## config.mk

```make
export PLATFORM = sky130hd
export DESIGN_NAME = spu_serial_port_unit
export DESIGN_NICKNAME = d
export VERILOG_FILES = /design/src/hw/spu_serial_port_unit.v
export VERILOG_INCLUDE_DIRS = /design/src /design/src/hw
export SDC_FILE = /design/constraint.sdc
export NUM_CORES = 1
export LEC_CHECK = 0
export BUFFER_PORTS_ARGS = -buffer_cell sky130_fd_sc_hd__clkbuf_2
export CAP_MARGIN = 15
export CORE_UTILIZATION = 59
export CTS_CLUSTER_SIZE = 28
export DETAILED_ROUTE_END_ITERATION = 8
export HOLD_SLACK_MARGIN = 0.12
export MAX_ROUTING_LAYER = met4
export PLACE_DENSITY = 0.81
export RECOVER_POWER = 50
export SLEW_MARGIN = 20
export SYNTH_ARGS = -nofsm -noshare
export SYNTH_HDL_FRONTEND = slang
export SYNTH_SLANG_ARGS = --single-unit
export TNS_END_PERCENT = 5
```

## constraint.sdc

```tcl
create_clock -name i_ref_clk -period 3.1 [get_ports i_ref_clk]
set_input_delay 0.155 -clock i_ref_clk [delete_from_list [all_inputs] [get_ports i_ref_clk]]
set_output_delay 0.155 -clock i_ref_clk [all_outputs]
set_load 0.005 [all_outputs]
```

## src/hw/spu_defines.vh

```
// constants for the serial port unit: register offsets, fields, resets
// assumes byte addresses on a 32-bit apb bus, one register per word
`ifndef SPU_DEFINES_VH
`define SPU_DEFINES_VH

`define SPU_OFS_MODE        8'h00
`define SPU_OFS_DIVISOR     8'h04
`define SPU_OFS_TX_BUFFER   8'h08
`define SPU_OFS_RX_BUFFER   8'h0C
`define SPU_OFS_RX_ERROR    8'h10
`define SPU_OFS_TX_STATUS   8'h14

// port_mode_reg fields
`define SPU_MODE_POWER      7
`define SPU_MODE_TX_EN      6
`define SPU_MODE_RX_EN      5
`define SPU_MODE_PAR_HI     4
`define SPU_MODE_PAR_LO     3
`define SPU_MODE_LEN8       2
`define SPU_MODE_STOP2      1
`define SPU_MODE_MERGE      0

// parity codes
`define SPU_PAR_NONE        2'h0
`define SPU_PAR_ZERO        2'h1
`define SPU_PAR_ODD         2'h2
`define SPU_PAR_EVEN        2'h3

// rx_error_status_reg fields
`define SPU_ERR_PARITY      2
`define SPU_ERR_FRAMING     1
`define SPU_ERR_OVERRUN     0

// tx_status_reg fields
`define SPU_STAT_FULL       1
`define SPU_STAT_SHIFTING   0

`define SPU_RST_MODE        8'h05
`define SPU_RST_DIVISOR     8'h20
`define SPU_RST_RX_BUFFER   8'hFF

`endif

```

## src/hw/spu_serial_port_unit.v

```verilog
// serial_port_unit: double-buffered uart transmitter, receiver with
// parity, framing and overrun errors, and an apb register slave.
// assumes i_ref_clk is the base clock; one bit lasts 2*k clocks.
//
// The register offsets and the APB interface to the registers were chosen for this implementation.
`timescale 1ns/1ps
`include "spu_defines.vh"
`default_nettype none

module spu_serial_port_unit (
    input  wire        i_ref_clk,
    input  wire        i_reset_n,
    input  wire        i_psel,
    input  wire        i_penable,
    input  wire        i_pwrite,
    input  wire [7:0]  i_paddr,
    input  wire [31:0] i_pwdata,
    output reg  [31:0] o_prdata,
    output reg         o_pready,
    output reg         o_pslverr,
    input  wire        i_serial_in_pin,
    output reg         o_serial_out_pin,
    output reg         o_tx_done_irq,
    output reg         o_rx_done_irq,
    output reg         o_rx_error_irq
);
    localparam [1:0] TX_IDLE  = 2'b01;
    localparam [1:0] TX_SHIFT = 2'b10;
    localparam [2:0] RX_IDLE  = 3'b001;
    localparam [2:0] RX_START = 3'b010;
    localparam [2:0] RX_DATA  = 3'b100;

    reg [7:0]  port_mode_reg;
    reg [7:0]  baud_divisor_reg;
    reg [7:0]  tx_buffer;
    reg [7:0]  rx_buffer;
    reg [2:0]  rx_error_status_reg;
    reg        tx_buffer_full_flag;
    reg        tx_shifting_flag;
    reg        rx_unread;
    reg [2:0]  read_err_snap;
    reg [1:0]  tx_state;
    reg [11:0] tx_shift_reg;
    reg [3:0]  tx_bits_left;
    reg [8:0]  tx_cnt;
    reg [2:0]  rx_state;
    reg [8:0]  rx_cnt;
    reg [3:0]  rx_idx;
    reg [7:0]  rx_shift_reg;
    reg        rx_par_bit;
    reg        rx_meta;
    reg        rx_sync;
    reg        rx_prev;
    wire       power   = port_mode_reg[`SPU_MODE_POWER];
    wire       tx_on   = power & port_mode_reg[`SPU_MODE_TX_EN];
    wire       rx_on   = power & port_mode_reg[`SPU_MODE_RX_EN];
    wire       len8    = port_mode_reg[`SPU_MODE_LEN8];
    wire       stop2   = port_mode_reg[`SPU_MODE_STOP2];
    wire       merge   = port_mode_reg[`SPU_MODE_MERGE];
    wire [1:0] par     = port_mode_reg[`SPU_MODE_PAR_HI:`SPU_MODE_PAR_LO];
    wire [3:0] len     = len8 ? 4'h8 : 4'h7;
    wire       has_par = (par != `SPU_PAR_NONE);
    wire [8:0] half_bit = {1'b0, baud_divisor_reg} - 9'h001;
    wire [8:0] full_bit = {baud_divisor_reg, 1'b0} - 9'h001;
    wire       setup   = i_psel & ~i_penable;
    wire       access  = i_psel & i_penable & o_pready;
    wire       wr      = access & i_pwrite;
    wire       rd      = access & ~i_pwrite;
    // data bits masked to the character length
    function [7:0] spu_mask;
        input [7:0] d;
        input       l8;
        begin
            spu_mask = l8 ? d : {1'b0, d[6:0]};
        end
    endfunction
    // parity bit to send, or expected for even/odd reception
    function spu_parity;
        input [7:0] d;
        input [1:0] p;
        begin
            case (p)
                `SPU_PAR_ODD:  spu_parity = ~(^d);
                `SPU_PAR_EVEN: spu_parity = ^d;
                default:       spu_parity = 1'b0;
            endcase
        end
    endfunction
    // start, data lsb first, optional parity; stop bits are the ones above
    reg [11:0] tx_frame;
    reg [7:0]  tx_data;
    integer    i;
    always @* begin
        tx_data  = spu_mask(tx_buffer, len8);
        tx_frame = 12'hFFF;
        tx_frame[0] = 1'b0;
        for (i = 0; i < 8; i = i + 1) begin
            if (i < len) begin
                tx_frame[i + 1] = tx_data[i];
            end
        end
        if (has_par) begin
            tx_frame[len + 4'h1] = spu_parity(tx_data, par);
        end
    end
    wire [3:0] tx_count = 4'h1 + len + {3'h0, has_par} + (stop2 ? 4'h2 : 4'h1);
    // register read value, captured in the setup cycle
    reg [31:0] next_prdata;
    reg        next_slverr;
    always @* begin
        next_prdata = 32'h0000_0000;
        next_slverr = 1'b0;
        case (i_paddr)
            `SPU_OFS_MODE:      next_prdata[7:0] = port_mode_reg;
            `SPU_OFS_DIVISOR:   next_prdata[7:0] = baud_divisor_reg;
            `SPU_OFS_TX_BUFFER: next_prdata[7:0] = tx_buffer;
            `SPU_OFS_RX_BUFFER: next_prdata[7:0] = rx_buffer;
            `SPU_OFS_RX_ERROR:  next_prdata[2:0] = rx_error_status_reg;
            `SPU_OFS_TX_STATUS: next_prdata[1:0] =
                {tx_buffer_full_flag, tx_shifting_flag};
            default:            next_slverr = 1'b1;
        endcase
    end

    always @(posedge i_ref_clk or negedge i_reset_n) begin
        if (!i_reset_n) begin
            o_prdata         <= 32'h0000_0000;
            o_pready         <= 1'b0;
            o_pslverr        <= 1'b0;
            port_mode_reg    <= `SPU_RST_MODE;
            baud_divisor_reg <= `SPU_RST_DIVISOR;
            read_err_snap    <= 3'h0;
        end else begin
            o_pready  <= setup;
            o_pslverr <= setup & next_slverr;
            if (setup) begin
                o_prdata      <= next_prdata;
                read_err_snap <= rx_error_status_reg;
            end
            if (wr && i_paddr == `SPU_OFS_MODE) begin
                port_mode_reg <= i_pwdata[7:0];
            end
            if (wr && i_paddr == `SPU_OFS_DIVISOR) begin
                baud_divisor_reg <= i_pwdata[7:0];
            end
        end
    end
    // transmitter
    wire tx_bit_end = (tx_state == TX_SHIFT) && (tx_cnt == full_bit);
    wire tx_last    = tx_bit_end && (tx_bits_left == 4'h1);
    wire tx_load    = tx_buffer_full_flag &&
                      ((tx_state == TX_IDLE) || tx_last);
    wire tx_write   = wr && (i_paddr == `SPU_OFS_TX_BUFFER) && tx_on;

    always @(posedge i_ref_clk or negedge i_reset_n) begin
        if (!i_reset_n) begin
            tx_state            <= TX_IDLE;
            tx_buffer           <= 8'h00;
            tx_buffer_full_flag <= 1'b0;
            tx_shifting_flag    <= 1'b0;
            tx_shift_reg        <= 12'hFFF;
            tx_bits_left        <= 4'h0;
            tx_cnt              <= 9'h000;
            o_serial_out_pin    <= 1'b1;
            o_tx_done_irq       <= 1'b0;
        end else if (!tx_on) begin
            tx_state            <= TX_IDLE;
            tx_buffer_full_flag <= 1'b0;
            tx_shifting_flag    <= 1'b0;
            tx_cnt              <= 9'h000;
            o_serial_out_pin    <= 1'b1;
            o_tx_done_irq       <= 1'b0;
        end else begin
            o_tx_done_irq <= tx_last;
            if (tx_write) begin
                tx_buffer           <= i_pwdata[7:0];
                tx_buffer_full_flag <= 1'b1;
            end else if (tx_load) begin
                tx_buffer_full_flag <= 1'b0;
            end
            case (tx_state)
                TX_IDLE: begin
                    if (tx_load) begin
                        tx_state         <= TX_SHIFT;
                        tx_shifting_flag <= 1'b1;
                        tx_shift_reg     <= tx_frame;
                        tx_bits_left     <= tx_count;
                        tx_cnt           <= 9'h000;
                        o_serial_out_pin <= tx_frame[0];
                    end
                end
                TX_SHIFT: begin
                    if (tx_load) begin
                        // back to back: next start bit follows the stop
                        tx_shift_reg     <= tx_frame;
                        tx_bits_left     <= tx_count;
                        tx_cnt           <= 9'h000;
                        o_serial_out_pin <= tx_frame[0];
                    end else if (tx_last) begin
                        tx_state         <= TX_IDLE;
                        tx_shifting_flag <= 1'b0;
                        o_serial_out_pin <= 1'b1;
                    end else if (tx_bit_end) begin
                        tx_cnt           <= 9'h000;
                        tx_bits_left     <= tx_bits_left - 4'h1;
                        tx_shift_reg     <= {1'b1, tx_shift_reg[11:1]};
                        o_serial_out_pin <= tx_shift_reg[1];
                    end else begin
                        tx_cnt <= tx_cnt + 9'h001;
                    end
                end
                default: tx_state <= TX_IDLE;
            endcase
        end
    end
    // receiver
    wire rx_sample  = (rx_state == RX_DATA) && (rx_cnt == full_bit);
    wire rx_is_stop = rx_idx == (len + {3'h0, has_par});
    wire rx_finish  = rx_sample && rx_is_stop;
    wire [7:0] rx_data = spu_mask(rx_shift_reg, len8);
    wire par_bad    = ((par == `SPU_PAR_ODD) || (par == `SPU_PAR_EVEN)) &&
                      (rx_par_bit != spu_parity(rx_data, par));
    wire [2:0] rx_new_err = {par_bad, ~rx_sync, rx_unread};
    wire rd_buf = rd && (i_paddr == `SPU_OFS_RX_BUFFER);
    wire rd_err = rd && (i_paddr == `SPU_OFS_RX_ERROR);

    always @(posedge i_ref_clk or negedge i_reset_n) begin
        if (!i_reset_n) begin
            rx_meta <= 1'b1;
            rx_sync <= 1'b1;
            rx_prev <= 1'b1;
        end else begin
            rx_meta <= i_serial_in_pin;
            rx_sync <= rx_meta;
            rx_prev <= rx_sync;
        end
    end

    always @(posedge i_ref_clk or negedge i_reset_n) begin
        if (!i_reset_n) begin
            rx_state            <= RX_IDLE;
            rx_cnt              <= 9'h000;
            rx_idx              <= 4'h0;
            rx_shift_reg        <= 8'h00;
            rx_par_bit          <= 1'b0;
            rx_buffer           <= `SPU_RST_RX_BUFFER;
            rx_unread           <= 1'b0;
            rx_error_status_reg <= 3'h0;
            o_rx_done_irq       <= 1'b0;
            o_rx_error_irq      <= 1'b0;
        end else if (!power) begin
            rx_state            <= RX_IDLE;
            rx_cnt              <= 9'h000;
            rx_buffer           <= `SPU_RST_RX_BUFFER;
            rx_unread           <= 1'b0;
            rx_error_status_reg <= 3'h0;
            o_rx_done_irq       <= 1'b0;
            o_rx_error_irq      <= 1'b0;
        end else begin
            o_rx_done_irq  <= rx_finish &&
                              (merge || rx_new_err == 3'h0);
            o_rx_error_irq <= rx_finish && !merge &&
                              (rx_new_err != 3'h0);
            // a read clears only what it returned; new errors win
            rx_error_status_reg <= (rx_error_status_reg &
                ~(rd_err ? read_err_snap : 3'h0)) |
                (rx_finish ? rx_new_err : 3'h0);
            if (rx_finish && !rx_unread) begin
                rx_buffer <= rx_data;
                rx_unread <= 1'b1;
            end else if (rd_buf) begin
                rx_unread <= 1'b0;
            end
            case (rx_state)
                RX_IDLE: begin
                    rx_cnt <= 9'h000;
                    if (rx_on && rx_prev && !rx_sync) begin
                        rx_state <= RX_START;
                    end
                end
                RX_START: begin
                    if (!rx_on) begin
                        rx_state <= RX_IDLE;
                    end else if (rx_cnt == half_bit) begin
                        rx_cnt   <= 9'h000;
                        rx_idx   <= 4'h0;
                        rx_state <= rx_sync ? RX_IDLE : RX_DATA;
                    end else begin
                        rx_cnt <= rx_cnt + 9'h001;
                    end
                end
                RX_DATA: begin
                    if (!rx_on) begin
                        rx_state <= RX_IDLE;
                    end else if (rx_sample) begin
                        rx_cnt <= 9'h000;
                        rx_idx <= rx_idx + 4'h1;
                        if (rx_idx < len) begin
                            rx_shift_reg[rx_idx[2:0]] <= rx_sync;
                        end else if (!rx_is_stop) begin
                            rx_par_bit <= rx_sync;
                        end else begin
                            rx_state <= RX_IDLE;
                        end
                    end else begin
                        rx_cnt <= rx_cnt + 9'h001;
                    end
                end
                default: rx_state <= RX_IDLE;
            endcase
        end
    end
endmodule

`default_nettype wire

```

Yosys cells after proc, flatten, opt, wreduce, memory -nomap -nowiden
Cells that the tools add are included.
- bits in registers: 110
- bits of input ports: 46
- output and inout port bits: 38
- word-level logic and storage cells: 250
- add/subtract/negate cells: 10
- $lt $le $gt $ge: 13
- eq/ne operators: 42
- muxes and demuxes: 93
- bitwise operators: 18
- reductions and logical operators: 46
- operators with widths (operator ; number):
    2-to-1 mux 9 bit ; 10
    2-to-1 mux 12 bit ; 5
    2-to-1 mux 3 bit ; 12
    2-to-1 mux 4 bit ; 9
    2-to-1 mux 8 bit ; 4
    2-to-1 mux 1 bit ; 30
    == test 9 bit ; 3
    one-hot mux 9 bit (3 select lines) ; 1
    != test 3 bit, second input constant ; 8
    one-hot mux 12 bit (2 select lines) ; 1
    logical AND 1 bit ; 20
    != test 4 bit, second input constant ; 5
    one-hot mux 5 bit (4 select lines) ; 1
    adder 9 x 1 -> 9 bit, second input constant ; 2
    one-hot mux 9 bit (2 select lines) ; 1
    == test 8 x 4 -> 1 bit, second input constant ; 2
    == test 8 x 5 -> 1 bit, second input constant ; 2
    less-than comparator 3 x 4 -> 1 bit, first input constant ; 4
    one-hot mux 4 bit (2 select lines) ; 2
    parity 8 bit ; 2
    AND reduction 5 bit ; 3
    bitwise mux 12 bit ; 1
    one-hot mux 2 bit (6 select lines) ; 1
    AND reduction 3 bit ; 4
    other kinds (51) ; 89

Depth between registers and ports, before layout
- depth in word-level cells: 11
- depth in mapped cells: 12
- mapped depth without buffers: 9

Worst setup path after synthesis
OpenSTA, ideal clock, no wires.
- kind: reg-to-reg
- start: reg baud_divisor_reg[0]
- end: reg rx_shift_reg[3]
- library setup time: 0.125 ns
- arrival time: 2.511 ns
- data required time: 2.975 ns
- slack: 0.464 ns
- stages on the path, launching flop included: 12
- path buffers: 2
- clock period less this slack: 2.636 ns
- path through: dfrtp_1 buf_6 inv_1 ha_1 nor3b_2 nand2_1 xor2_1 o221ai_1 nor4_4 buf_2 nand4_1 mux2_2
- word-level cells in the longest chain between the ends: 4
- RTL lines (item ; RTL line ; RTL):
    from (decl) ; spu_serial_port_unit.v:34 ; reg [7:0] baud_divisor_reg;
    from (signal assigned) ; spu_serial_port_unit.v:131 ; baud_divisor_reg <= `SPU_RST_DIVISOR;
    from (signal assigned) ; spu_serial_port_unit.v:144 ; baud_divisor_reg <= i_pwdata[7:0];
    subtractor 9 x 1 -> 9 bit ; spu_serial_port_unit.v:64 ; wire [8:0] full_bit = {baud_divisor_reg, 1'b0} - 9'h001;
    == test 9 bit ; spu_serial_port_unit.v:217 ; wire rx_sample = (rx_state == RX_DATA) && (rx_cnt == full_bit);
    logical AND 1 bit ; spu_serial_port_unit.v:217 ;
    AND reduction 5 bit (no source line) ; -- ;
    to (signal, indexed assignment) ; spu_serial_port_unit.v:299 ; rx_shift_reg[rx_idx[2:0]] <= rx_sync;
    to (decl) ; spu_serial_port_unit.v:49 ; reg [7:0] rx_shift_reg;
Every way passes these cells.
A chain may end at the register's enable or synchronous reset.

Final worst setup path
- start: reg baud_divisor_reg[0]
- end: reg tx_cnt[4]
- word-level cells in the longest chain between the ends: 9
- elaborated cells between the ends (all ways): 14
- those cells by class: add/sub: 1; eq/ne: 3; mux: 5; reduce/logical: 5
- RTL lines (item ; RTL line ; RTL):
    subtractor 9 x 1 -> 9 bit * ; spu_serial_port_unit.v:64 ;
    == test 9 bit * ; spu_serial_port_unit.v:149 ; wire tx_bit_end = (tx_state == TX_SHIFT) && (tx_cnt == full_bit);
    logical AND 1 bit * ; spu_serial_port_unit.v:149 ;
    logical AND 1 bit ; spu_serial_port_unit.v:150 ; wire tx_last = tx_bit_end && (tx_bits_left == 4'h1);
    logical OR 1 bit ; spu_serial_port_unit.v:152 ; ((tx_state == TX_IDLE) || tx_last);
    logical AND 1 bit ; spu_serial_port_unit.v:151 ; wire tx_load = tx_buffer_full_flag &&
    2-to-1 mux 9 bit ; spu_serial_port_unit.v:193 ; if (tx_load) begin
    one-hot mux 9 bit (2 select lines) ; spu_serial_port_unit.v:181 ; case (tx_state)
    2-to-1 mux 9 bit ; spu_serial_port_unit.v:166 ; end else if (!tx_on) begin
    to (signal assigned) ; spu_serial_port_unit.v:209 ; tx_cnt <= tx_cnt + 9'h001;
    to (decl) ; spu_serial_port_unit.v:45 ; reg [8:0] tx_cnt;
Mark *: on every way between the ends. The rest lies on a longest branch, timed or not. The select of a mux whose other input is x is not followed.

==> out/qor.csv <==
metric;value;unit
Synth area leader;dfrtp_1;
IO buf count;35;
top cells by area, synth;dfrtp_1, dfstp_2, mux2_2;
Crit. End Element;register;
EDFF count, synth;0;
critical path launch point type;register;
Area Overhead vs Synth;7.195;%
critical path class;register to register;
initial antenna violation count;0;
worst vdd ir;0.0002958;V
first-pass GRT wire length;25910;um
multi-input logic area;3565;sq um
Worst setup startpoint;baud_divisor_reg[0]$_DFFE_PN0P_;
yosys warns;0;
Worst Tran Pin Value;2.237;ns
max-slew violations;44;
fraction of layout cells with a size suffix above 1;20.52;%
Mapped Area;6643;sq um
Initial DRT Pass Iterations;6;
Num CTS Buffers;9;
Detail Route Antenna Nets;0;
clk sink count;107;
Slew headroom;-49.15;%
top cells by count, synth;dfrtp_1, nand2_1, nor2_1;
PwrDens;331.9;nW/um^2
Ports;84;
H-tree levels;3;
Vias;5324;
filler instances;894;
clk slew on worst S/H paths;0.11;ns
FMAX;340.8;MHz
syn avg cell area;9.683;sq um
ANT cells;0;
Distinct cells, synth;76;
largest net degree at the start of global routing;44;
Skew-Pair Late Insertion Delay;0.38;ns
RD Place Congestion;0.8905;
hold_sp;i_pwrite;
final std cells w/o fill;866;
WP data arrival;3.23;ns
R2R Setup Slk;0.17;ns
Worst Clk Skew;0.007324;ns
Pleak;2.994;nW
Clock Tree Root;clkbuf_8;
sequential cell area;2710;sq um
fraction of registers with async set or reset after synthesis;100.0;%
met1 usage;37.43;%
Die W;108.1;um
Worst R2R Start;baud_divisor_reg[0]$_DFFE_PN0P_;
fin nets;780;
sequential fraction of the synthesis area;40.80;%
maximum fanout along the worst path;11;
Critical Path RT;3.40;ns
Top FF cell, synth;dfrtp_1;
outcome;finished with violations;
WL per Instance;17.92;um
met3 Use GR;5.606;%
Bufs on Longest Clock Path;2;
Cells after Synth;686;
TritonCTS clock tree;built;
CORE AREA;10890;sq um
fin area;7121;sq um
worst hold path class;input pin to register;
DR DRC count;0;
hold violation count in the final report;0;
DR iter-0 viols;433;
initial core utilization;61.01;%
GRT Util Overall;29.82;%
grt total ovfl;0;
Cell Area, Placed;6842;sq um
drt total wl;15520;um
count leader, synth;dfrtp_1;
setup TNS;0;ns
violated checks;max-capacitance violations, max-slew violations;
chip height;108.1;um
DP Wirelength;11440;um
period utilization;94.66;%
met2 usage;48.68;%
Vias/cell;6.148;
Final setup viols;0;
min cycle time layout;2.934;ns
Max-cap violations;1;
top cell type's share of synthesized area;30.51;%
Placed Cells;838;
die area;11690;sq um
Synth Register Bits;107;
most crowded layer after global routing;met2;
std cell rows;38;
vias in the first global route;5238;
## per-stage QoR
| stage | total power, mW | utilization, % | setup WS, ns | hold WS (ns) |
|---|---|---|---|---|
| final | 2.364 | 65.40 | 0.1656 | 0.2094 |
| after global routing | 2.449 | 65.40 | -0.005969 | 0.2270 |
| after CTS | 2.373 | 65.38 | 0.1400 | 0.1928 |
| after detailed placement | 1.569 | 62.84 | 0.1651 | 0.1744 |
| after global placement | 1.563 | 62.84 | 0.2794 | 0.1557 |
| after floorplan | 1.517 | - | 0.4639 | -0.1406 |
## path summary, 6_finish.rpt
kind | endpoint | depth (start not counted)
max | tx_cnt[4]$_DFFE_PN0P_ | 10
min | rx_unread$_DFFE_PN0P_ | 5
max reg2reg | tx_cnt[4]$_DFFE_PN0P_ | 10
min reg2reg | rx_sync$_DFF_PN1_ | 0
max in group asynchronous | tx_state[0]$_DFFE_PN1P_ | 3
min in group asynchronous | o_prdata[0]$_DFFE_PN0P_ | 2
## per-layer routing
layer	up-vias	routed length, um
met4	0	342
met3	41	999
li1	2477	-
met1	2588	6608
met2	218	7565
met5	-	0
## final cells by class
cell class | count | share of cell area, %
inverters | 19 | 1.002
well taps | 140 | 2.460
clock inverters | 6 | 0.6853
repair buffers | 66 | 5.939
flip-flops and latches | 107 | 38.06
clock buffers | 10 | 1.792
multi-input cells | 518 | 50.06
## cells in the final DEF, fill, tap and decap left out, types with 10 or more instances in the layout
cell,n
dlygate4sd3_1,10
o21ai_0,29
nand2b_1,16
buf_4,19
xor2_1,16
or3_1,10
clkbuf_2,30
conb_1,24
nor2b_1,10
nand3_1,20
o21a_1,15
xnor2_1,28
a21oi_1,20
nor2_1,50
a31oi_1,10
mux2_2,36
dfstp_2,24
a211oi_1,10
dfrtp_1,81
inv_1,19
nand2_1,66
ha_1,12
## report_power, final
group,switching (mW),internal [mW],total (mW)
Sequential,0.0125,1.41,1.43
Combinational,0.0775,0.0452,0.123
Clock,0.511,0.303,0.814
Total,0.601,1.76,2.36
## repair_timing
action / CTS / global route
setup endpoints to repair: 0 / 18
endpoints found under the hold margin: 66 / 0
hold buffers: 10 / 0
resized for setup: 0 / 0
buffers inserted: 0 / 2
## cell families after synthesis
| family | count (synthesis) | synth area share (%) |
|---|---|---|
| xor gates and xnor gates | 48 | 7.176 |
| adders and majority gates | 13 | 2.562 |
| other | 1 | 0.05645 |
| DFF | 107 | 40.80 |
| muxes | 45 | 7.459 |
| AOI/OAI and AO/OA | 145 | 15.33 |
| and+or+nand+nor | 243 | 19.78 |
| buffers and inverters | 84 | 6.837 |
## critical path, cell delays in order (launching register included)
cell	delay, ns
dfrtp_1	0.46
inv_1	0.10
ha_1	0.17
nor3b_2	0.35
nand2_1	0.21
xor3_1	0.22
nand4_1	0.28
buf_4	0.22
nand3_1	0.31
or3_1	0.46
o211ai_1	0.08
No activity file was read; power rests on OpenSTA's default activity.
